<file path="config.mk">
export PLATFORM = sky130hd
export DESIGN_NAME = afc_ctrl
export DESIGN_NICKNAME = d
export VERILOG_FILES = /design/src/afc_pkg.sv /design/src/afc_ctrl.sv /design/src/afc_sync3.sv
export SDC_FILE = /design/constraint.sdc
export NUM_CORES = 1
export LEC_CHECK = 0
export BUFFER_PORTS_ARGS = -buffer_cell sky130_fd_sc_hd__buf_2
export CORE_UTILIZATION = 46
export CTS_CLUSTER_DIAMETER = 200
export DETAILED_ROUTE_END_ITERATION = 7
export GPL_ROUTABILITY_DRIVEN = 0
export PLACE_DENSITY = 0.71
export SLEW_MARGIN = 10
export SYNTH_ARGS = -nofsm -noshare
export SYNTH_HDL_FRONTEND = slang
export SYNTH_SLANG_ARGS = --single-unit
</file>
<file path="constraint.sdc">
create_clock -name ref_clk -period 3.75 [get_ports ref_clk]
set_input_delay 0.9375 -clock ref_clk [delete_from_list [all_inputs] [get_ports ref_clk]]
set_output_delay 0.9375 -clock ref_clk [all_outputs]
set_load 0.01 [all_outputs]
</file>
<file path="src/afc_pkg.sv">
// Summary of operation
// - writer watches full, reader watches empty.
// - first chain device holds lead_unit_select low.
// - other chain devices hold lead_unit_select high.
// - each chain_out feeds next chain_in, ring.
// - composite flags assert only when all assert.
// - width expansion drives controls in common.
// - width-group flags read from any device.
// - write only when full deasserted and toggled.
// - pairing and compound arrays are allowed.
package afc_pkg;
  // controller register map, byte addresses
  localparam logic [7:0] REG_CTRL = 8'h00;
  localparam logic [7:0] REG_WDATA = 8'h04;
  localparam logic [7:0] REG_RCMD = 8'h08;
  localparam logic [7:0] REG_RDATA = 8'h0c;
  localparam logic [7:0] REG_STATUS = 8'h10;
  // control register fields
  localparam int CTRL_CLEAR_BIT = 0;
  localparam int CTRL_REPLAY_BIT = 1;
  localparam int CTRL_LEAD_BIT = 2;
  localparam int CTRL_DEPTH_BIT = 3;
  // status register fields
  localparam int ST_FULL_BIT = 0;
  localparam int ST_EMPTY_BIT = 1;
  localparam int ST_HALF_BIT = 2;
  localparam int ST_BUSY_BIT = 3;
  localparam int ST_REFUSED_BIT = 4;
  localparam int ST_RVALID_BIT = 5;
  // reset values of control fields
  localparam logic CTRL_LEAD_RST = 1'b0;
  localparam logic CTRL_DEPTH_RST = 1'b0;
  // pin timing in ns and the cycle counts derived from it
  localparam int CLK_PERIOD_NS = 8;
  localparam int STROBE_LOW_NS = 40;
  localparam int ACCESS_NS = 30;
  localparam int RECOVERY_NS = 20;
  localparam int CLEAR_LOW_NS = 60;
  localparam int SYNC_LAT = 3;
  localparam int CNT_W = 8;
  localparam logic [CNT_W-1:0] STROBE_CYC =
    CNT_W'((STROBE_LOW_NS + CLK_PERIOD_NS - 1) / CLK_PERIOD_NS);
  localparam logic [CNT_W-1:0] READ_CYC =
    CNT_W'((ACCESS_NS + CLK_PERIOD_NS - 1) / CLK_PERIOD_NS + SYNC_LAT + 1);
  localparam logic [CNT_W-1:0] REC_CYC =
    CNT_W'((RECOVERY_NS + CLK_PERIOD_NS - 1) / CLK_PERIOD_NS + SYNC_LAT + 1);
  localparam logic [CNT_W-1:0] CLEAR_CYC =
    CNT_W'((CLEAR_LOW_NS + CLK_PERIOD_NS - 1) / CLK_PERIOD_NS);
  localparam logic [CNT_W-1:0] CNT_ONE = 8'h01;
  localparam logic [CNT_W-1:0] CNT_ZERO = 8'h00;

  typedef enum logic [3:0] {
    ST_IDLE, ST_WR_LOW, ST_WR_REC, ST_RD_LOW, ST_RD_REC,
    ST_CLR_LOW, ST_CLR_REC, ST_RT_LOW, ST_RT_REC
  } afc_state_t;
endpackage

</file>
<file path="src/afc_ctrl.sv">
// Chosen here: the register offsets and the Wishbone register port.
`timescale 1ns/100ps
// host controller for an asynchronous strobe-driven FIFO group
module afc_ctrl #(
  parameter int DW = 9,
  parameter int N_DEV = 1
) (
  // clock and reset
  input wire logic ref_clk,
  input wire logic rst_n,
  // wishbone classic slave
  input wire logic wb_cyc_i,
  input wire logic wb_stb_i,
  input wire logic wb_we_i,
  input wire logic [7:0] wb_adr_i,
  input wire logic [3:0] wb_sel_i,
  input wire logic [31:0] wb_dat_i,
  output logic [31:0] wb_dat_o,
  output logic wb_ack_o,
  // strobes and controls toward the FIFO group
  output logic load_pulse_n,
  output logic unload_pulse_n,
  output logic clear_input,
  output logic replay_strobe,
  output logic lead_unit_select,
  output logic [DW-1:0] fifo_din,
  // flags and data from the FIFO group
  input wire logic [N_DEV-1:0] full_flag_n,
  input wire logic [N_DEV-1:0] empty_indicator_n,
  input wire logic half_level_indicator_n,
  input wire logic [DW-1:0] fifo_dout
);
  afc_pkg::afc_state_t state_q, state_d;
  logic [afc_pkg::CNT_W-1:0] cnt_q, cnt_d;
  logic [N_DEV-1:0] full_s, empty_s;
  logic half_s;
  logic [DW-1:0] dout_s;
  logic ack_q;
  logic [31:0] dat_q;
  logic lead_q;
  logic depth_q;
  logic refused_q;
  logic rvalid_q;
  logic [DW-1:0] rdata_q;
  logic [DW-1:0] din_q;
  logic wr_n_q, rd_n_q, clr_q, rt_q;

  // flags and read data all come from another timing domain
  afc_sync3 #(.W(2 * N_DEV + 1), .RST_VAL('0)) u_flag_sync (
    .ref_clk(ref_clk),
    .rst_n(rst_n),
    .pin_i({full_flag_n, empty_indicator_n, half_level_indicator_n}),
    .sync_o({full_s, empty_s, half_s})
  );
  afc_sync3 #(.W(DW), .RST_VAL('0)) u_data_sync (
    .ref_clk(ref_clk),
    .rst_n(rst_n),
    .pin_i(fifo_dout),
    .sync_o(dout_s)
  );

  // composite flags: low only when every device is low
  // one flag per device, whether chained in a ring or built up as a compound array
  wire logic full_n_comp = |full_s;
  wire logic empty_n_comp = |empty_s;
  // half-level taken from device 0 alone, meaningless in depth mode
  wire logic half_n = half_s | depth_q;

  // bus decode
  wire logic idle = (state_q == afc_pkg::ST_IDLE);
  wire logic bus_req = wb_cyc_i & wb_stb_i & ~ack_q;
  wire logic bus_wr = bus_req & wb_we_i & wb_sel_i[0];
  wire logic hit_ctrl = (wb_adr_i == afc_pkg::REG_CTRL);
  wire logic hit_wdata = (wb_adr_i == afc_pkg::REG_WDATA);
  wire logic hit_rcmd = (wb_adr_i == afc_pkg::REG_RCMD);
  wire logic hit_rdata = (wb_adr_i == afc_pkg::REG_RDATA);
  wire logic hit_status = (wb_adr_i == afc_pkg::REG_STATUS);
  wire logic ask_clr = bus_wr & hit_ctrl & wb_dat_i[afc_pkg::CTRL_CLEAR_BIT];
  wire logic ask_rt = bus_wr & hit_ctrl & wb_dat_i[afc_pkg::CTRL_REPLAY_BIT];
  wire logic ask_wr = bus_wr & hit_wdata;
  wire logic ask_rd = bus_wr & hit_rcmd;
  // a write may start only while the full flag is released
  wire logic go_wr = ask_wr & idle & full_n_comp;
  // a read may start only while the empty flag is released
  wire logic go_rd = ask_rd & idle & empty_n_comp;
  wire logic go_clr = ask_clr & idle;
  // replay is refused in depth mode where it does not exist
  wire logic go_rt = ask_rt & idle & ~ask_clr & ~depth_q;
  wire logic refuse = (ask_wr & ~go_wr) | (ask_rd & ~go_rd) | (ask_clr & ~go_clr)
                    | (ask_rt & ~ask_clr & ~go_rt);
  wire logic clr_refused = bus_wr & hit_status & wb_dat_i[afc_pkg::ST_REFUSED_BIT];
  wire logic cnt_done = (cnt_q == afc_pkg::CNT_ZERO);
  wire logic cnt_dec = ~cnt_done;
  wire logic capture = (state_q == afc_pkg::ST_RD_LOW) & cnt_done;

  // read mux for the bus
  wire logic [31:0] status_word = {26'h0, rvalid_q, refused_q, ~idle, half_n,
                                   empty_n_comp, full_n_comp};
  wire logic [31:0] ctrl_word = {28'h0, depth_q, lead_q, 2'h0};
  wire logic [31:0] rdata_word = {{(32 - DW){1'b0}}, rdata_q};
  wire logic [31:0] rd_mux = hit_status ? status_word :
                             hit_ctrl ? ctrl_word :
                             hit_rdata ? rdata_word : 32'h0;

  // sequencer: every pin cycle is a low phase then a recovery phase
  always_comb begin
    state_d = state_q;
    cnt_d = cnt_dec ? cnt_q - afc_pkg::CNT_ONE : cnt_q;
    case (state_q)
      afc_pkg::ST_IDLE: begin
        if (go_clr) begin
          state_d = afc_pkg::ST_CLR_LOW;
          cnt_d = afc_pkg::CLEAR_CYC;
        end else if (go_rt) begin
          state_d = afc_pkg::ST_RT_LOW;
          cnt_d = afc_pkg::STROBE_CYC;
        end else if (go_wr) begin
          state_d = afc_pkg::ST_WR_LOW;
          cnt_d = afc_pkg::STROBE_CYC;
        end else if (go_rd) begin
          state_d = afc_pkg::ST_RD_LOW;
          cnt_d = afc_pkg::READ_CYC;
        end
      end
      // rising load edge at the end of this phase stores the word
      afc_pkg::ST_WR_LOW: begin
        if (cnt_done) begin
          state_d = afc_pkg::ST_WR_REC;
          cnt_d = afc_pkg::REC_CYC;
        end
      end
      afc_pkg::ST_RD_LOW: begin
        if (cnt_done) begin
          state_d = afc_pkg::ST_RD_REC;
          cnt_d = afc_pkg::REC_CYC;
        end
      end
      afc_pkg::ST_CLR_LOW: begin
        if (cnt_done) begin
          state_d = afc_pkg::ST_CLR_REC;
          cnt_d = afc_pkg::REC_CYC;
        end
      end
      afc_pkg::ST_RT_LOW: begin
        if (cnt_done) begin
          state_d = afc_pkg::ST_RT_REC;
          cnt_d = afc_pkg::REC_CYC;
        end
      end
      // recovery lets flags settle through the synchroniser first
      afc_pkg::ST_WR_REC, afc_pkg::ST_RD_REC, afc_pkg::ST_CLR_REC,
      afc_pkg::ST_RT_REC: begin
        if (cnt_done) begin
          state_d = afc_pkg::ST_IDLE;
        end
      end
      default: begin
        state_d = afc_pkg::ST_IDLE;
        cnt_d = afc_pkg::CNT_ZERO;
      end
    endcase
  end

  // the group is cleared once automatically after our own reset
  always_ff @(posedge ref_clk or negedge rst_n) begin
    if (!rst_n) begin
      state_q <= afc_pkg::ST_CLR_LOW;
      cnt_q <= afc_pkg::CLEAR_CYC;
    end else begin
      state_q <= state_d;
      cnt_q <= cnt_d;
    end
  end

  // pin drive; strobes stay high during clear and replay
  always_ff @(posedge ref_clk or negedge rst_n) begin
    if (!rst_n) begin
      wr_n_q <= 1'b1;
      rd_n_q <= 1'b1;
      clr_q <= 1'b0;
      rt_q <= 1'b1;
    end else begin
      wr_n_q <= (state_d != afc_pkg::ST_WR_LOW);
      rd_n_q <= (state_d != afc_pkg::ST_RD_LOW);
      clr_q <= (state_d != afc_pkg::ST_CLR_LOW);
      rt_q <= (state_d != afc_pkg::ST_RT_LOW);
    end
  end

  // write data latched at command time, held through the strobe
  always_ff @(posedge ref_clk or negedge rst_n) begin
    if (!rst_n) begin
      din_q <= '0;
    end else if (go_wr) begin
      din_q <= wb_dat_i[DW-1:0];
    end
  end

  // read word sampled late in the low phase after access and sync delay
  always_ff @(posedge ref_clk or negedge rst_n) begin
    if (!rst_n) begin
      rdata_q <= '0;
      rvalid_q <= 1'b0;
    end else if (capture) begin
      rdata_q <= dout_s;
      rvalid_q <= 1'b1;
    end else if (bus_req & ~wb_we_i & hit_rdata) begin
      rvalid_q <= 1'b0;
    end
  end

  // configuration bits: lead select low marks the first chain device, high any other
  always_ff @(posedge ref_clk or negedge rst_n) begin
    if (!rst_n) begin
      lead_q <= afc_pkg::CTRL_LEAD_RST;
      depth_q <= afc_pkg::CTRL_DEPTH_RST;
    end else if (bus_wr & hit_ctrl) begin
      lead_q <= wb_dat_i[afc_pkg::CTRL_LEAD_BIT];
      depth_q <= wb_dat_i[afc_pkg::CTRL_DEPTH_BIT];
    end
  end

  // sticky refusal; a new refusal wins over a clear in the same cycle
  always_ff @(posedge ref_clk or negedge rst_n) begin
    if (!rst_n) begin
      refused_q <= 1'b0;
    end else if (refuse) begin
      refused_q <= 1'b1;
    end else if (clr_refused) begin
      refused_q <= 1'b0;
    end
  end

  // one-cycle ack with registered read data
  always_ff @(posedge ref_clk or negedge rst_n) begin
    if (!rst_n) begin
      ack_q <= 1'b0;
      dat_q <= 32'h0;
    end else begin
      ack_q <= bus_req;
      dat_q <= rd_mux;
    end
  end

  assign wb_ack_o = ack_q;
  assign wb_dat_o = dat_q;
  assign load_pulse_n = wr_n_q;
  assign unload_pulse_n = rd_n_q;
  assign clear_input = clr_q;
  assign replay_strobe = rt_q;
  assign lead_unit_select = lead_q;
  assign fifo_din = din_q;
endmodule // afc_ctrl

</file>
<file path="src/afc_sync3.sv">
`timescale 1ns/100ps
// three-stage pin synchroniser; output moves once stages two and three agree
module afc_sync3 #(
  parameter int W = 1,
  parameter logic [W-1:0] RST_VAL = '0
) (
  // clock and reset
  input wire logic ref_clk,
  input wire logic rst_n,
  // pin side and synchronised side
  input wire logic [W-1:0] pin_i,
  output logic [W-1:0] sync_o
);
  logic [W-1:0] s1_q;
  logic [W-1:0] s2_q;
  logic [W-1:0] s3_q;
  wire logic agree = (s2_q == s3_q);

  // first stage feeds only the second
  always_ff @(posedge ref_clk or negedge rst_n) begin
    if (!rst_n) begin
      s1_q <= RST_VAL;
      s2_q <= RST_VAL;
      s3_q <= RST_VAL;
    end else begin
      s1_q <= pin_i;
      s2_q <= s1_q;
      s3_q <= s2_q;
    end
  end

  // filter out a value still settling between stages
  always_ff @(posedge ref_clk or negedge rst_n) begin
    if (!rst_n) begin
      sync_o <= RST_VAL;
    end else if (agree) begin
      sync_o <= s3_q;
    end
  end
endmodule // afc_sync3

</file>
==> flow_summary.toml, run 1 <==
[status]
status = "finished, final reports clean"

[setup_path]
required_ns = 4.00
cpLargestDelayFamily = "simple AND/OR/NAND/NOR gates"
max_stage_delay_ns = 0.45
endpoint_kind = "flop"
crit-reg2reg-capture = "rdata_q[5]$_DFFE_PN0P_"
critPathArrivalTime_ns = 2.91
reg2reg_slack_ns = 1.09
crit_slowest_cell = "nor2_2"
critical_path_class = "flop to flop"
path_max_fanout = 10
worstPathCellList = "inv_1 -> ha_1 -> nor4b_2 -> and2_1 -> nand3_1 -> nor2_2 -> mux2_2"
cp_num_buf_inv = 1
reg2regPathDepth = 7
start_kind = "flop"
r2r-start = "cnt_q[0]$_DFF_PN0_"

[clock_tree]
clk_latency_ns = 0.37
cts_root_buffer = "clkbuf_8"
cts_tree = "yes"
clock_sinks = 96
post_cts_buffers = 0
cts_resized = 0
hold_buffers = 0
clkTransAtPathRegs_ns = 0.10
htree_levels = 3
cts_buffers = 9
clockBufferDepth = 2

[synthesis]
ys_warn_count = 0
ys_seq_area_share_pct = 60.6
yosys.area.top_type_share_pct = 56.7
synth_ff_type = "dfrtp_1"
async_flop_share_pct = 100
ys_types = 50
synth_edf_count = 0
synth.cell_area_sq_mm = 0.00397
syn_area_per_cell_sq_um = 12.8
yosysMostFrequentCell = "dfrtp_1"
yosys-top-cells-area = "dfrtp_1, mux2_2, buf_4"
synth-seq-cells = 96
synth_largest_area_cell = "dfrtp_1"
syn_inst = 310
ys_top_cells_by_count = "dfrtp_1, buf_4, mux2_2, nor2_1"

[drt]
viasPerCell = 5.10
routed_wl_um = 6850
num_vias = 2464
drtIter0Drc = 127
drt_pass1_iterations = 4
drcViolationCount = 0
antenna_left = 0
wl_per_cell_um = 14.2

[floorplanning]
die_w_um = 94.9
initial_utilization_pct = 47.9
rows = 33
dieArea_sq_mm = 0.00901
fp.dieH_um = 94.9
design.core.area_sq_mm = 0.00830
io_pins = 108

[timing]
final-hold-violation-count = 0
slew_violations = 0
fin_crit_sh_pct = 70.9
max_slew_margin_pct = 46.7
min_period_ns = 2.66
skew_ns = 0.0151
worstMarginPinSlew_ns = 0.793
fmaxAchievable_ghz = 0.376
rsz0062_at_grt = "false"
tns_ns = 0
report.final.setup_viol = 0

[pwr]
ir_drop_mv = 0.238
p_leak_nw = 2.19
powerDensity_mw_per_mm2 = 482

[place]
place_area_sq_mm = 0.00428
io_buffers = 58
post-dp-hpwl_um = 4900

[worst_hold_path]
worst_hold_path.endpoint = "u_flag_sync.s2_q[0]$_DFF_PN0_"
hold_start = "u_flag_sync.s1_q[0]$_DFF_PN0_"
hold-path-cell-count = 0
hp-class = "flop to flop"

[global_route]
grt_usage_pct = 16.8
antenna_found_initial = 0
grt_overflow = 0
grt_max_degree = 97
grt_pass1_vias = 2384
grt_pass1_wl_um = 11100

[final_layout]
n_fill_cell = 694
area_growth_pct = 12.8
diodes = 0
drive_above_1_share_pct = 31.7
nets = 436
final_area_sq_mm = 0.00448

[flow_run]
cap_violations = 0
## worst reg2reg max path, cell delays in order, from the launching register on
cell and delay (ns):
dfrtp_1 0.42, inv_1 0.09, ha_1 0.22, nor4b_2 0.43
and2_1 0.37, nand3_1 0.16, nor2_2 0.45, mux2_2 0.40
## layout make-up
cell class / count / area, sq um / share of cell area (%)
inverters: 9 / 33.8 / 0.753
multi-input cells: 198 / 1400 / 31.1
repair buffers: 59 / 313 / 6.98
flip-flops and latches: 96 / 2410 / 53.7
well taps: 105 / 131 / 2.93
clock inverters: 7 / 77.6 / 1.73
clock buffers: 9 / 124 / 2.76
## layout by cell type (no fill, tap or decap), types with 3 or more instances in the layout
| master | synthesis | routed |
|---|---|---|
| dfrtp_1 | 90 | 90 |
| buf_2 | 1 | 57 |
| conb_1 | 1 | 23 |
| mux2_2 | 22 | 22 |
| nor2_1 | 19 | 19 |
| nand3_1 | 13 | 13 |
| nand2_1 | 13 | 13 |
| xor2_1 | 10 | 10 |
| inv_1 | 9 | 9 |
| a21oi_1 | 9 | 9 |
| mux2_4 | 9 | 9 |
| clkbuf_8 | 0 | 9 |
| nor3_1 | 8 | 8 |
| o21ai_0 | 7 | 7 |
| xnor2_1 | 7 | 7 |
| dfstp_2 | 6 | 6 |
| and2_1 | 5 | 5 |
| nand3b_1 | 5 | 5 |
| nor2b_1 | 4 | 4 |
| nand4_1 | 4 | 4 |
| nor4_1 | 4 | 4 |
| a22o_1 | 4 | 4 |
| and3_1 | 3 | 3 |
## where the power goes
part / total (mW) / internal [mW] / switching (mW)
logic: 0.311 / 0.143 / 0.168
registers: 1.20 / 1.12 / 0.0720
clock network: 0.655 / 0.262 / 0.393
total: 2.16 / 1.53 / 0.632
## per-stage QoR
stage | utilization, % | instances | hold WS (ns) | power, mW | setup WS, ns
floorplan | - | 332 | 0.331 | 1.44 | 1.17
detailed placement | 51.6 | 467 | 0.335 | 1.53 | 0.820
finish | 54.0 | 483 | 0.355 | 2.16 | 1.09
global placement | 51.6 | 467 | 0.332 | 1.51 | 0.848
CTS | 54.0 | 483 | 0.358 | 2.19 | 1.08
global route | 54.0 | 483 | 0.364 | 2.28 | 0.897
## logic make-up after synthesis
kind of cell / count (synthesis) / share of synthesized area (%)
AOI/OAI and AO/OA: 34 / 5.70
xor gates and xnor gates: 17 / 3.75
adders and majority gates: 2 / 0.630
buffers and inverters: 38 / 6.33
DFF: 96 / 60.6
muxes: 31 / 9.63
other: 1 / 0.0944
and+or+nand+nor: 91 / 13.2
## per-layer routing
layer	track usage, %	share of wire (%)	up-vias
li1	-	-	1160
met1	20.4	44	1205
met4	9.09	2.8	0
met2	27.5	48	83
met3	4.19	6.0	16
met5	0	0	-
## worst max path at each step
stage                        from  slack, ns  depth (start not counted)                      end
2_1_floorplan         wb_adr_i[4]       1.17                          5  fifo_din[0]$_DFFE_PN0P_
3_3_place_gp          wb_adr_i[4]       0.85                          5  fifo_din[5]$_DFFE_PN0P_
3_5_place_dp          wb_adr_i[4]       0.82                          5  fifo_din[8]$_DFFE_PN0P_
4_1_cts        cnt_q[0]$_DFF_PN0_       1.08                          7   rdata_q[6]$_DFFE_PN0P_
5_1_grt        cnt_q[0]$_DFF_PN0_       0.90                          7   rdata_q[6]$_DFFE_PN0P_
6_report       cnt_q[0]$_DFF_PN0_       1.09                          7   rdata_q[5]$_DFFE_PN0P_
## flip-flops by register name, summed over array words and instances, names as in the netlist
| name | count |
|---|---|
| lead_unit_select | 1 |
| u_flag_sync.s1_q | 3 |
| u_flag_sync.s3_q | 3 |
| u_data_sync.s1_q | 9 |
| replay_strobe | 1 |
| u_flag_sync.s2_q | 3 |
| wb_dat_o | 9 |
| u_data_sync.sync_o | 9 |
| state_q | 4 |
| rvalid_q | 1 |
| u_data_sync.s3_q | 9 |
| load_pulse_n | 1 |
| clear_input | 1 |
| wb_ack_o | 1 |
| fifo_din | 9 |
| depth_q | 1 |
| refused_q | 1 |
| cnt_q | 8 |
| u_flag_sync.sync_o | 3 |
| rdata_q | 9 |
| u_data_sync.s2_q | 9 |
| unload_pulse_n | 1 |
Note: power is estimated with default switching activity, not from simulation.
==> inputs of run 2 (changes only) <==
Settings changed: ABC_AREA set to 1.
Clock period 3.75 ns to 2.55 ns, I/O delays scaled along.
==> run 2 against run 1 <==
  * Combinational power is 47% lower
  * Global-route usage shrank 1.1 points
  * First-iteration DRC count decreased by 21%
  * Wire length grew 1.8%
  * Cell count up 24%
  * Die area up 5.1%
  * Hold slack lost 0.18 ns
  * Fmax rose by 48%
  * Sequential share of layout area down 2.4 points
  * Flip-flop and latch count did not move
  * Clock-buffer cell count unchanged
  * Synthesized cell count is 35% higher
  * Critical endpoint is now cnt_q[0]$_DFF_PN0_
==> flow_summary.toml, run 2 <==
[clock_tree]
cts_resized = 0
clk_latency_ns = 0.36
clkTransAtPathRegs_ns = 0.10
cts_tree = "yes"
post_cts_buffers = 0
clock_sinks = 96
htree_levels = 3
cts_buffers = 9
hold_buffers = 0
clockBufferDepth = 2
cts_root_buffer = "clkbuf_8"

[timing]
final-hold-violation-count = 0
slew_violations = 0
fmaxAchievable_ghz = 0.557
min_period_ns = 1.80
layout_setup_ws_ns = 0.755
fin_crit_sh_pct = 70.4
skew_ns = 0.0115
tns_ns = 0
report.final.setup_viol = 0
rsz0062_at_grt = "false"

[floorplanning]
fp.dieH_um = 97.4
io_pins = 108
rows = 34
dieArea_sq_mm = 0.00948
die_w_um = 97.4
initial_utilization_pct = 47.7
design.core.area_sq_mm = 0.00876

[setup_path]
required_ns = 2.85
endpoint_kind = "flop"
path_max_fanout = 5
max_stage_delay_ns = 0.40
crit_path_frequent_cell = "ha_1"
critPathArrivalTime_ns = 2.10
start_kind = "flop"
critical_path_class = "flop to flop"
crit_slowest_cell = "dfrtp_1"
worstPathCellList = "inv_1 -> ha_1 -> nand3_2 -> nor3_2 -> inv_2 -> ha_1 -> or2_2 -> nand3_1"

[final_layout]
final_common_cell = "dfrtp_1"
diodes = 0
drive_above_1_share_pct = 25.5
post_layout_nonfiller_instances = 598
final_cell_mix = "dfrtp_1, nand2_1, buf_2"
area_growth_pct = 12.3
n_fill_cell = 810
nets = 548
multi_input_area_sq_mm = 0.00147
register_area_sq_mm = 0.00241

[synthesis]
synth_edf_count = 0
synth_largest_area_cell = "dfrtp_1"
synth-seq-cells = 96
ys_warn_count = 0
ys_seq_area_share_pct = 57.6
yosysMostFrequentCell = "dfrtp_1"
yosys-top-cells-area = "dfrtp_1, nand2_1, buf_4"
synth.cell_area_sq_mm = 0.00418
async_flop_share_pct = 100
syn_inst = 418
synth_ff_type = "dfrtp_1"
syn_area_per_cell_sq_um = 10.0
ys_top_cells_by_count = "dfrtp_1, nand2_1, inv_1, nor2_1, nand3_1"
yosys.area.top_type_share_pct = 53.8
ys_types = 36

[global_route]
grt_overflow = 0
grt_usage_pct = 15.7
grt_max_degree = 71
grt_pass1_vias = 2690
grt_pass1_wl_um = 12000
antenna_found_initial = 0

[place]
post-dp-hpwl_um = 5100
post-place-ws_ns = 0.589
io_buffers = 58
placedCellCount = 582

[drt]
num_vias = 2855
antenna_left = 0
drcViolationCount = 0
drt_pass1_iterations = 4
routed_wl_um = 6980
drtIter0Drc = 100
wl_per_cell_um = 11.7
viasPerCell = 4.77

[pwr]
ir_drop_mv = 0.395
p_leak_nw = 2.52
total_power_mw = 2.69
powerDensity_mw_per_mm2 = 573

[flow_run]
cap_violations = 0

[worst_hold_path]
hp-class = "input pin to asynchronous set/reset pin"

[status]
status = "finished, final reports clean"
[run 2: worst max-delay path: cells and delay by family, from the launching register on]
family,cells,cell delay [ns]
DFF,1,0.40
adders and majority gates,2,0.39
buffers and inverters,2,0.17
and+or+nand+nor,4,0.78
[run 2: final cells by class]
type	instances	area share, %
Clock buffer	9	2.64
Clock inverter	7	1.17
Inverter	49	3.97
Multi-Input combinational cell	270	31.4
Sequential cell	96	51.3
Tap cell	108	2.88
Timing Repair Buffer	59	6.66
[run 2: per-layer routing]
metal / GRT usage (%) / share of wire (%) / up-vias
met3: 4.32 / 4.4 / 9
met5: 0 / 0 / -
met1: 20.1 / 45 / 1372
li1: - / - / 1411
met2: 26.0 / 49 / 63
met4: 5.09 / 1.5 / 0
[run 2: power by group]
group / total, mW / leakage, nW / internal (mW) / switching [mW]
Sequential: 1.62 / 1.20 / 1.58 / 0.0350
Clock: 0.908 / 0.0919 / 0.366 / 0.542
Combinational: 0.165 / 1.23 / 0.0581 / 0.107
Total: 2.69 / 2.52 / 2.01 / 0.685
[run 2: stage by stage]
stage	utilization (%)	hold WS (ns)	cell area (sq um)
2_1_floorplan	-	0.331	4270
3_3_place_gp	51.6	0.331	4520
3_5_place_dp	51.6	0.335	4520
4_1_cts	53.6	0.170	4700
5_1_grt	53.6	0.181	4700
6_report	53.6	0.171	4700
[run 2: logic make-up (layout without fill, tap and decap cells)]
family	count (synthesis)	in the layout	synth area share, %
flops	96	96	57.6
buf+inv	74	124	9.12
simple gates	188	188	22.2
xor+xnor	15	15	3.14
fa+ha+maj	2	2	0.598
mux	10	10	2.69
compound gates	32	32	4.52
other cells	1	23	0.0897
[run 2: path summary, 6_finish.rpt]
check	slack [ns]	endpoint	start	cells after the start
max in group asynchronous	1.70	u_data_sync.s3_q[4]$_DFF_PN0_	rst_n	2
min in group ref_clk	0.35	u_data_sync.s2_q[8]$_DFF_PN0_	u_data_sync.s1_q[8]$_DFF_PN0_	0
worst max-delay path	0.75	cnt_q[0]$_DFF_PN0_	cnt_q[0]$_DFF_PN0_	8
worst min register to register	0.35	u_data_sync.s2_q[8]$_DFF_PN0_	u_data_sync.s1_q[8]$_DFF_PN0_	0
worst min-delay path	0.17	fifo_din[7]$_DFFE_PN0P_	rst_n	1
worst max register to register	0.75	cnt_q[0]$_DFF_PN0_	cnt_q[0]$_DFF_PN0_	8
